===== src/ahome_defs.svh =====
`ifndef AHOME_DEFS_SVH
`define AHOME_DEFS_SVH

// Homing mode codes
`define AHOME_MODE_LIMIT_PLUS_INDEX 4'h3
`define AHOME_MODE_DIRECT_LOAD 4'h4
// Error codes reported on the error id output
`define AHOME_ERR_NONE 8'h00
`define AHOME_ERR_PARAM 8'h03
`define AHOME_ERR_MODE 8'h04
// Position width
`define AHOME_POS_W 32
// Pin input synchroniser depth
`define AHOME_SYNC_STAGES 2

`endif


===== src/ahome_pkg.sv =====
`default_nettype none

package ahome_pkg;

    // Motion request towards the drive
    typedef struct packed {
        logic move_neg;
        logic move_pos;
        logic creep;
        logic decel_stop;
        logic hard_stop;
        logic go_target;
    } ahome_motion_s;

    // Status from the drive
    typedef struct packed {
        logic stopped;
        logic target_reached;
    } ahome_drive_s;

endpackage

`default_nettype wire


===== src/ahome_sync.sv =====
`timescale 1ns/100ps
`default_nettype none

// Two flip-flop synchroniser for pin inputs
module ahome_sync
#(
    parameter int WIDTH = 3
)
(
    input wire logic clk,
    input wire logic resetn,
    input wire logic [WIDTH-1:0] async_in,
    output logic [WIDTH-1:0] sync_out
);

    // First stage, read only by the second stage
    logic [WIDTH-1:0] meta_q;

    // ************************************************
    // Synchroniser chain
    // ************************************************
    always_ff @(posedge clk or negedge resetn)
    begin
        if (!resetn)
        begin
            meta_q <= '0;
            sync_out <= '0;
        end
        else
        begin
            meta_q <= async_in;
            sync_out <= meta_q;
        end
    end

endmodule
`default_nettype wire


===== src/ahome_latch.sv =====
`timescale 1ns/100ps
`default_nettype none
`include "ahome_defs.svh"

// Position capture and target computation
module ahome_latch
(
    input wire logic clk,
    input wire logic resetn,
    input wire logic capture,
    input wire logic [`AHOME_POS_W-1:0] position,
    input wire logic signed [`AHOME_POS_W-1:0] home_offset,
    output logic [`AHOME_POS_W-1:0] mech_home,
    output logic [`AHOME_POS_W-1:0] target
);

    // ************************************************
    // Mechanical home capture
    // ************************************************
    always_ff @(posedge clk or negedge resetn)
    begin
        if (!resetn)
        begin
            mech_home <= '0;
            target <= '0;
        end
        else if (capture)
        begin
            mech_home <= position;
            // Wraps on overflow; offset sign is the user's duty
            target <= position + home_offset;
        end
    end

endmodule
`default_nettype wire


===== src/ahome_seq.sv =====
// Overview of operation
// - Index mode needs both inputs enabled, else error
// - Sequence chosen from config and sampled switches
// - Off the limit: search negative first
// - Limit hit: decelerate or hard stop
// - Then creep positive awaiting limit release
// - Limit release arms reference pulse watch
// - First pulse latches home, then decelerate
// - Final move to home plus offset
// - Already on limit: skip negative search
// - Direct mode loads position, no motion
// - Direct mode also sets homed flag
`timescale 1ns/100ps
`default_nettype none
`include "ahome_defs.svh"

module ahome_seq
    import ahome_pkg::*;
(
    input wire logic clk,
    input wire logic resetn,
    input wire logic homing_command,
    input wire logic [3:0] homing_mode,
    input wire logic [`AHOME_POS_W-1:0] commanded_position,
    input wire logic signed [`AHOME_POS_W-1:0] home_offset,
    input wire logic lower_limit_enable,
    input wire logic ref_pulse_enable,
    input wire logic hard_stop_enable,
    input wire logic lower_limit_pin,
    input wire logic ref_pulse_pin,
    input wire ahome_drive_s drive_status,
    input wire logic [`AHOME_POS_W-1:0] actual_position,
    output ahome_motion_s motion_q,
    output logic [`AHOME_POS_W-1:0] move_target_q,
    output logic position_load_q,
    output logic [`AHOME_POS_W-1:0] position_load_value_q,
    output logic axis_homed_q,
    output logic done_q,
    output logic busy_q,
    output logic error_q,
    output logic [7:0] error_id_q
);

    // Sequencer states
    typedef enum logic [2:0] {
        ST_IDLE,
        ST_SEARCH_NEG,
        ST_STOP_AT_LIMIT,
        ST_CREEP_POS,
        ST_WAIT_INDEX,
        ST_DECEL_HOME,
        ST_FINAL_MOVE
    } ahome_state_e;

    ahome_state_e state_q;
    // Synchronised pins
    logic [1:0] pins_s;
    logic limit_s;
    logic index_s;
    // Previous samples for edge detection
    logic limit_prev_q;
    logic index_prev_q;
    logic limit_fall;
    logic index_rise;
    logic cmd_prev_q;
    logic cmd_rise;
    logic capture;
    logic [`AHOME_POS_W-1:0] target_w;

    // ************************************************
    // Pin synchronisation and edges
    // ************************************************
    ahome_sync #(.WIDTH(2)) u_sync
    (
        .clk(clk),
        .resetn(resetn),
        .async_in({lower_limit_pin, ref_pulse_pin}),
        .sync_out(pins_s)
    );

    assign limit_s = pins_s[1];
    assign index_s = pins_s[0];
    assign limit_fall = limit_prev_q && !limit_s;
    assign index_rise = !index_prev_q && index_s;
    assign cmd_rise = homing_command && !cmd_prev_q;
    assign capture = (state_q == ST_WAIT_INDEX) && index_rise;

    // Edge history registers
    always_ff @(posedge clk or negedge resetn)
    begin
        if (!resetn)
        begin
            limit_prev_q <= 1'b0;
            index_prev_q <= 1'b0;
            cmd_prev_q <= 1'b0;
        end
        else
        begin
            limit_prev_q <= limit_s;
            index_prev_q <= index_s;
            cmd_prev_q <= homing_command;
        end
    end

    // ************************************************
    // Home position capture
    // ************************************************
    ahome_latch u_latch
    (
        .clk(clk),
        .resetn(resetn),
        .capture(capture),
        .position(actual_position),
        .home_offset(home_offset),
        .mech_home(),
        .target(target_w)
    );

    // ************************************************
    // Sequencer
    // ************************************************
    // Command accepted on a rising edge while idle only; a
    // new edge mid-sequence is ignored so motion is never cut short.
    always_ff @(posedge clk or negedge resetn)
    begin
        if (!resetn)
        begin
            state_q <= ST_IDLE;
            motion_q <= '0;
            move_target_q <= '0;
            position_load_q <= 1'b0;
            position_load_value_q <= '0;
            axis_homed_q <= 1'b0;
            done_q <= 1'b0;
            busy_q <= 1'b0;
            error_q <= 1'b0;
            error_id_q <= `AHOME_ERR_NONE;
        end
        else
        begin
            // Pulses default low
            done_q <= 1'b0;
            position_load_q <= 1'b0;
            case (state_q)
                ST_IDLE:
                begin
                    motion_q <= '0;
                    if (cmd_rise)
                    begin
                        error_q <= 1'b0;
                        error_id_q <= `AHOME_ERR_NONE;
                        if (homing_mode == `AHOME_MODE_DIRECT_LOAD)
                        begin
                            position_load_q <= 1'b1;
                            position_load_value_q <= commanded_position;
                            axis_homed_q <= 1'b1;
                            done_q <= 1'b1;
                        end
                        else if (homing_mode != `AHOME_MODE_LIMIT_PLUS_INDEX)
                        begin
                            // Unsupported method
                            error_q <= 1'b1;
                            error_id_q <= `AHOME_ERR_MODE;
                        end
                        else if (!lower_limit_enable || !ref_pulse_enable)
                        begin
                            error_q <= 1'b1;
                            error_id_q <= `AHOME_ERR_PARAM;
                        end
                        else if (limit_s)
                        begin
                            axis_homed_q <= 1'b0;
                            busy_q <= 1'b1;
                            motion_q.move_pos <= 1'b1;
                            motion_q.creep <= 1'b1;
                            state_q <= ST_CREEP_POS;
                        end
                        else
                        begin
                            axis_homed_q <= 1'b0;
                            busy_q <= 1'b1;
                            motion_q.move_neg <= 1'b1;
                            state_q <= ST_SEARCH_NEG;
                        end
                    end
                end
                ST_SEARCH_NEG:
                begin
                    if (limit_s)
                    begin
                        // stop style from hard stop setting
                        motion_q <= '0;
                        motion_q.hard_stop <= hard_stop_enable;
                        motion_q.decel_stop <= !hard_stop_enable;
                        state_q <= ST_STOP_AT_LIMIT;
                    end
                end
                ST_STOP_AT_LIMIT:
                begin
                    if (drive_status.stopped)
                    begin
                        motion_q <= '0;
                        motion_q.move_pos <= 1'b1;
                        motion_q.creep <= 1'b1;
                        state_q <= ST_CREEP_POS;
                    end
                end
                ST_CREEP_POS:
                begin
                    if (limit_fall)
                    begin
                        state_q <= ST_WAIT_INDEX;
                    end
                end
                ST_WAIT_INDEX:
                begin
                    if (index_rise)
                    begin
                        motion_q <= '0;
                        motion_q.decel_stop <= 1'b1;
                        state_q <= ST_DECEL_HOME;
                    end
                end
                ST_DECEL_HOME:
                begin
                    if (drive_status.stopped)
                    begin
                        motion_q <= '0;
                        motion_q.go_target <= 1'b1;
                        move_target_q <= target_w;
                        state_q <= ST_FINAL_MOVE;
                    end
                end
                ST_FINAL_MOVE:
                begin
                    if (drive_status.target_reached)
                    begin
                        motion_q <= '0;
                        busy_q <= 1'b0;
                        done_q <= 1'b1;
                        axis_homed_q <= 1'b1;
                        state_q <= ST_IDLE;
                    end
                end
                default:
                begin
                    state_q <= ST_IDLE;
                    motion_q <= '0;
                    busy_q <= 1'b0;
                end
            endcase
        end
    end
endmodule
`default_nettype wire


===== config.mk =====
export PLATFORM = sky130hd
export DESIGN_NAME = ahome_seq
export DESIGN_NICKNAME = d
export VERILOG_FILES = /design/src/ahome_pkg.sv /design/src/ahome_sync.sv /design/src/ahome_latch.sv /design/src/ahome_seq.sv
export VERILOG_INCLUDE_DIRS = /design/src
export SDC_FILE = /design/constraint.sdc
export NUM_CORES = 1
export LEC_CHECK = 0
export BUFFER_PORTS_ARGS = -buffer_cell sky130_fd_sc_hd__clkbuf_2
export CAP_MARGIN = 20
export CORE_AREA = 2 2 172 132
export CTS_CLUSTER_SIZE = 14
export DETAILED_ROUTE_END_ITERATION = 10
export DIE_AREA = 0 0 174 134
export GPL_TIMING_DRIVEN = 0
export PLACE_DENSITY = 0.58
export SKIP_CTS_REPAIR_TIMING = 1
export SLEW_MARGIN = 15
export SYNTH_ARGS = -nofsm -noshare
export SYNTH_HDL_FRONTEND = slang
export SYNTH_HIERARCHICAL = 1
export SYNTH_SLANG_ARGS = --single-unit

===== constraint.sdc =====
create_clock -name clk -period 6.2 [get_ports clk]
set_clock_uncertainty 0.15 [all_clocks]
set_input_delay 0.31 -clock clk [delete_from_list [all_inputs] [get_ports clk]]
set_output_delay 0.31 -clock clk [all_outputs]
set_load 0.01 [all_outputs]

==> results.py, run 1 <==
metrics = {
    "drt": {
        "ant_nets": 0,
        "wl_per_cell_um": 14.8,
        "totalWireLength_um": 16600,
        "drt_iter0_drc": 250,
        "num_vias": 5174,
        "drt_first_pass_iters": 5,
        "via_per_inst": 4.63,
        "drc_errors": 0,
    },
    "worst_setup_path": {
        "path_cells": "clkbuf_2 -> ha_1 -> fa_1 -> a211oi_2 -> o21ai_2 -> a22oi_1 -> nand4_1 -> a211oi_2 -> xnor2_1 -> mux2_2",
        "arrival_ns": 2.85,
        "endpoint_kind": "register",
        "crit_path_max_fanout": 4,
        "required_ns": 6.35,
        "worst_path_dominant_cell_family": "compound AO/OA/AOI/OAI gates",
        "crit_buf_inv": 1,
        "r2r_cells": 6,
        "crit_path_start_kind": "primary input",
        "crit_top_cell": "a211oi_2",
        "cp.depth": 10,
        "slowest_stage": "fa_1",
        "max_stage_delay_ns": 0.44,
        "worst-setup-path-type": "in -> reg",
    },
    "sta": {
        "fin_setup_tns_ns": 0,
        "rsz0062_at_grt": "false",
        "timing.fmax_ghz": 0.370,
        "finalMaxSlewViolations": 0,
        "tightestPinTransition_ns": 0.689,
        "slew_headroom_pct": 54.1,
        "min_period_ns": 2.70,
        "setup_ws_ns": 3.50,
        "min_period_over_period_pct": 43.6,
        "hold_violations": 0,
        "finalSetupViolCount": 0,
    },
    "clocking": {
        "clkSinkCount": 118,
        "clock_path_buffers": 2,
        "cts_root_buf": "clkbuf_16",
        "cts_tree": "done",
        "clk_pin_slew_ns": 0.06,
        "cts-buffers-inserted": 17,
        "clkLatencyLatePin_ns": 0.41,
        "cts_htree_levels": 4,
    },
    "global_route": {
        "grt_pass1_wl_um": 26000,
        "grt_max_degree": 71,
        "overflow": 0,
        "grt_pass1_vias": 4960,
        "antenna_found_initial": 0,
        "grt.total_usage_pct": 14.1,
    },
    "final_layout": {
        "diodes": 0,
        "final_area_um2": 8640,
        "nets": 953,
        "area_delta_synth_final_pct": 36.5,
        "drive_gt1_share_pct": 40.2,
    },
    "die": {
        "core_area_um2": 21600,
        "rows": 47,
        "ios": 193,
        "die_x_um": 174,
        "fp.dieH_um": 134,
        "initial_core_util_pct": 29.3,
        "dieArea_um2": 23300,
    },
    "placed_design": {
        "pre_cts_ws_ns": 3.10,
        "gp_congestion": 0.815,
        "dpl_cell_area_um2": 7690,
        "portBuffers": 187,
        "hpwlAfterDp_um": 12400,
    },
    "power_and_ir_drop": {
        "peakVddDrop_uv": 165,
        "power_density_nw_per_um2": 335,
        "p_leak_uw": 0.00435,
    },
    "synthesis": {
        "syn_inst": 563,
        "netlist_area_um2": 6330,
        "avgSynthCellArea_um2": 11.2,
        "yosysWarnings": 6,
    },
    "worst_hold_path": {
        "hold_depth": 3,
        "min_path_type": "in -> reg",
    },
    "flow_run": {
        "maxCapViolCount": 0,
    },
    "status": {
        "outcome": "finished clean",
    },
}
## registers in the layout (all words and copies together) (netlist names), 2 cells and up
signal	count
u_sync/meta_q	2
error_id_q	2
position_load_value_q	32
move_target_q	32
u_latch/target	32
u_sync/sync_out	2
motion_q	5
state_q	3
## layout make-up
type	instances	area (µm²)
timing repair buffer	225	1340
fill	2200	13000
clock buffer	18	429
clock inverter	14	154
inverter	13	51.3
tap	294	368
multi-input combinational	406	3190
sequential	118	2950
buffer	30	155
## placed cells by master, fill, tap and decap left out, drive strengths merged, types with 3 or more instances in the layout
cell type and instances:
a31oi 3, conb 5, clkinv 4, dlygate4sd3 37, a21oi 42, xor2 8
dfrtp 118, o21bai 8, a211oi 6, o21ai 21, nor3 7, a2111o 3
clkinvlp 6, buf 17, nor2b 8, and2 6, nor2 25, nand2 43
mux2 88, clkbuf 219, o31ai 7, nor4 3, a21o 16, nand3 5
xnor2 19, ha 31, inv 15, nand2b 3, nand4 13
## layer usage
layer  global-route usage, %  up-vias  part of all wire, %
met5                       0        -                    0
met4                    3.50        0                 0.76
met3                    4.54        9                  5.4
met2                    20.5      144                   44
met1                    20.4     2480                   50
li1                        -     2541                    -
## power breakdown
| group | total, µW | switching [µW] | internal, µW | leakage (µW) |
|---|---|---|---|---|
| sequential | 1080 | 106 | 974 | 0.00155 |
| clock | 972 | 378 | 594 | 0.000265 |
| combinational | 845 | 435 | 409 | 0.00254 |
## worst min-delay path: stages
cell      delay [ns]
clkbuf_2        0.09
nand4_1         0.10
nand2_1         0.06
## worst paths after layout
check                                                       end  slack, ns                  startpoint
hold reg to reg                    u_sync/sync_out[1]$_DFF_PN0_       0.20  u_sync/meta_q[1]$_DFF_PN0_
setup reg to reg                 u_latch/target[13]$_DFFE_PN0P_       3.60      state_q[0]$_DFFE_PN0P_
min in group asynchronous          move_target_q[8]$_DFFE_PN0P_       0.25                      resetn
max in group asynchronous  position_load_value_q[0]$_DFFE_PN0P_       4.94                      resetn
setup / recovery                 u_latch/target[26]$_DFFE_PN0P_       3.50              home_offset[0]
hold / removal                                 done_q$_DFF_PN0_       0.04             drive_status[0]
## metrics by stage
step                      power (µW)  hold slack (ns)  util, %  std cells
final                           2900           0.0387     39.9       1118
after global routing            3090           0.0430     39.9       1118
after CTS                       2920           -0.316     38.2       1081
after detailed placement        1920            0.132     35.5       1049
after global placement          1900            0.182     35.4       1048
after floorplan                 1600           -0.136        -        567
Note: power is estimated with default switching activity, not from simulation.
==> run 2, diff against run 1 <==
clock period = 2.6 ns   (was 6.2 ns; I/O delays follow)
==> results.py, run 2 (same netlist as run 1, synthesis figures left out) <==
metrics = {
    "status": {
        "outcome": "finished clean",
    },
    "global_route": {
        "grt_pass1_vias": 4960,
        "overflow": 0,
        "antenna_found_initial": 0,
        "grt.total_usage_pct": 14.1,
        "grt_pass1_wl_um": 26000,
        "grt_max_degree": 71,
    },
    "placed_design": {
        "portBuffers": 187,
        "pre_cts_ws_ns": -0.322,
        "gp_congestion": 0.815,
        "placedCellCount": 1049,
        "hpwlAfterDp_um": 12400,
    },
    "worst_setup_path": {
        "arrival_ns": 2.56,
        "crit_buf_inv": 1,
        "endpoint_kind": "register",
        "slowest_stage": "fa_1",
        "worst-setup-path-type": "in -> reg",
        "required_ns": 2.75,
        "crit_path_start_kind": "primary input",
        "max_stage_delay_ns": 0.44,
        "worst_path_dominant_cell_family": "compound AO/OA/AOI/OAI gates",
        "crit_path_max_fanout": 4,
        "crit_top_cell": "a211oi_2",
        "path_cells": "clkbuf_2 -> ha_1 -> fa_1 -> a211oi_2 -> o21ai_2 -> a221oi_2 -> a211oi_2 -> o21ai_1 -> xnor2_1 -> mux2_2",
    },
    "power_and_ir_drop": {
        "peakVddDrop_uv": 394,
        "p_seq_share_pct": 37.1,
        "power_density_nw_per_um2": 792,
        "pwr-share-clk_pct": 33.5,
        "combPwrFrac_pct": 29.4,
        "power_switching_uw": 2200,
        "intPower_uw": 4740,
        "sw_frac_of_total_pct": 31.7,
        "p_leak_uw": 0.00441,
    },
    "clocking": {
        "clock_path_buffers": 2,
        "cts_tree": "done",
        "clkSinkCount": 118,
        "cts-buffers-inserted": 17,
        "cts_root_buf": "clkbuf_16",
        "clk_pin_slew_ns": 0.06,
        "clkLatencyLatePin_ns": 0.41,
        "cts_htree_levels": 4,
    },
    "final_layout": {
        "fill_cells": 2195,
        "instances_no_fill": 1129,
        "nets": 964,
        "area_delta_synth_final_pct": 38.3,
        "largest_registers": "move_target_q x32, position_load_value_q x32, u_latch/target x32",
        "diodes": 0,
        "mostFrequentLayoutCells": "clkbuf_2, dfrtp_1, mux2_2",
        "final_core_util_pct": 40.5,
        "drive_gt1_share_pct": 40.1,
        "final_common_cell": "clkbuf_2",
    },
    "drt": {
        "drt_first_pass_iters": 4,
        "drt_iter0_drc": 259,
        "drc_errors": 0,
        "via_per_inst": 4.60,
        "totalWireLength_um": 16600,
        "ant_nets": 0,
        "wl_per_cell_um": 14.7,
        "num_vias": 5191,
    },
    "sta": {
        "finalMaxSlewViolations": 0,
        "slew_headroom_pct": 54.7,
        "rsz0062_at_grt": "false",
        "hold_violations": 0,
        "tightestPinTransition_ns": 0.679,
        "min_period_over_period_pct": 92.6,
        "setup_ws_ns": 0.193,
        "holdWs_ns": 0.00429,
        "min_period_ns": 2.41,
        "finalSetupViolCount": 0,
        "timing.fmax_ghz": 0.415,
    },
    "worst_hold_path": {
        "min_path_type": "in -> reg",
    },
    "flow_run": {
        "maxCapViolCount": 0,
    },
    "die": {
        "fp.dieH_um": 134,
        "ios": 193,
        "initial_core_util_pct": 29.3,
        "core_area_um2": 21600,
        "die_x_um": 174,
        "rows": 47,
        "dieArea_um2": 23300,
    },
}
==> run 2: cell count changes in the layout (fill, tap and decap cells not counted), sizes merged <==
| cell | before | now |
|---|---|---|
| clkbuf | 219 | 220 |
| dlygate4sd3 | 37 | 48 |
| buf | 17 | 16 |
==> run 2: final timing paths <==
kind,from,end,slack [ns],cells after the start
worst max-delay path,home_offset[0],u_latch/target[24]$_DFFE_PN0P_,0.19,10
worst min-delay path,homing_mode[0],error_q$_DFFE_PN0P_,0.004,3
worst max register to register,state_q[0]$_DFFE_PN0P_,u_latch/target[13]$_DFFE_PN0P_,0.20,6
worst min register to register,u_sync/meta_q[1]$_DFF_PN0_,u_sync/sync_out[1]$_DFF_PN0_,0.20,0
max in group asynchronous,resetn,position_load_value_q[0]$_DFFE_PN0P_,1.52,3
min in group asynchronous,resetn,move_target_q[8]$_DFFE_PN0P_,0.07,2
==> run 2: area by class of cell <==
| class | instances | area, µm² | share of cell area, % |
|---|---|---|---|
| Clock inverter | 14 | 154 | 1.76 |
| Timing Repair Buffer | 236 | 1450 | 16.6 |
| Buffer | 30 | 159 | 1.81 |
| Clock buffer | 18 | 429 | 4.90 |
| Multi-Input combinational cell | 406 | 3190 | 36.5 |
| Sequential cell | 118 | 2950 | 33.7 |
| Tap cell | 294 | 368 | 4.20 |
| Inverter | 13 | 51.3 | 0.586 |
==> run 2: layer usage <==
| layer | vias to the layer above | wire, µm | track usage, % |
|---|---|---|---|
| met5 | - | 0 | 0 |
| met4 | 0 | 166 | 3.50 |
| met3 | 14 | 874 | 4.54 |
| met2 | 126 | 7240 | 20.5 |
| met1 | 2486 | 8340 | 20.4 |
| li1 | 2565 | - | - |
==> run 2: power by group through the flow <==
stage          sequential [µW]  clock, µW  combinational (µW)
3_3_place_gp              2600          0                1940
5_1_grt                   2640       2490                2260
3_5_place_dp              2610          0                1980
2_1_floorplan             2690          0                1130
6_report                  2580       2320                2040
4_1_cts                   2580       2390                1980
==> run 2: worst min-delay path, delay by kind of cell <==
family / cells / cell delay [ns]
simple gates: 1 / 0.07
compound gates: 1 / 0.24
buf+inv: 1 / 0.09
==> run 2: metrics by stage <==
stage                     setup TNS, ns  cell area [µm²]  total power (µW)
after floorplan                       0             6350              3820
after global placement           -81.16             7650              4540
after detailed placement          -2.02             7690              4590
after CTS                         -1.00             8270              6960
after global routing                  0             8760              7390
final                                 0             8760              6930
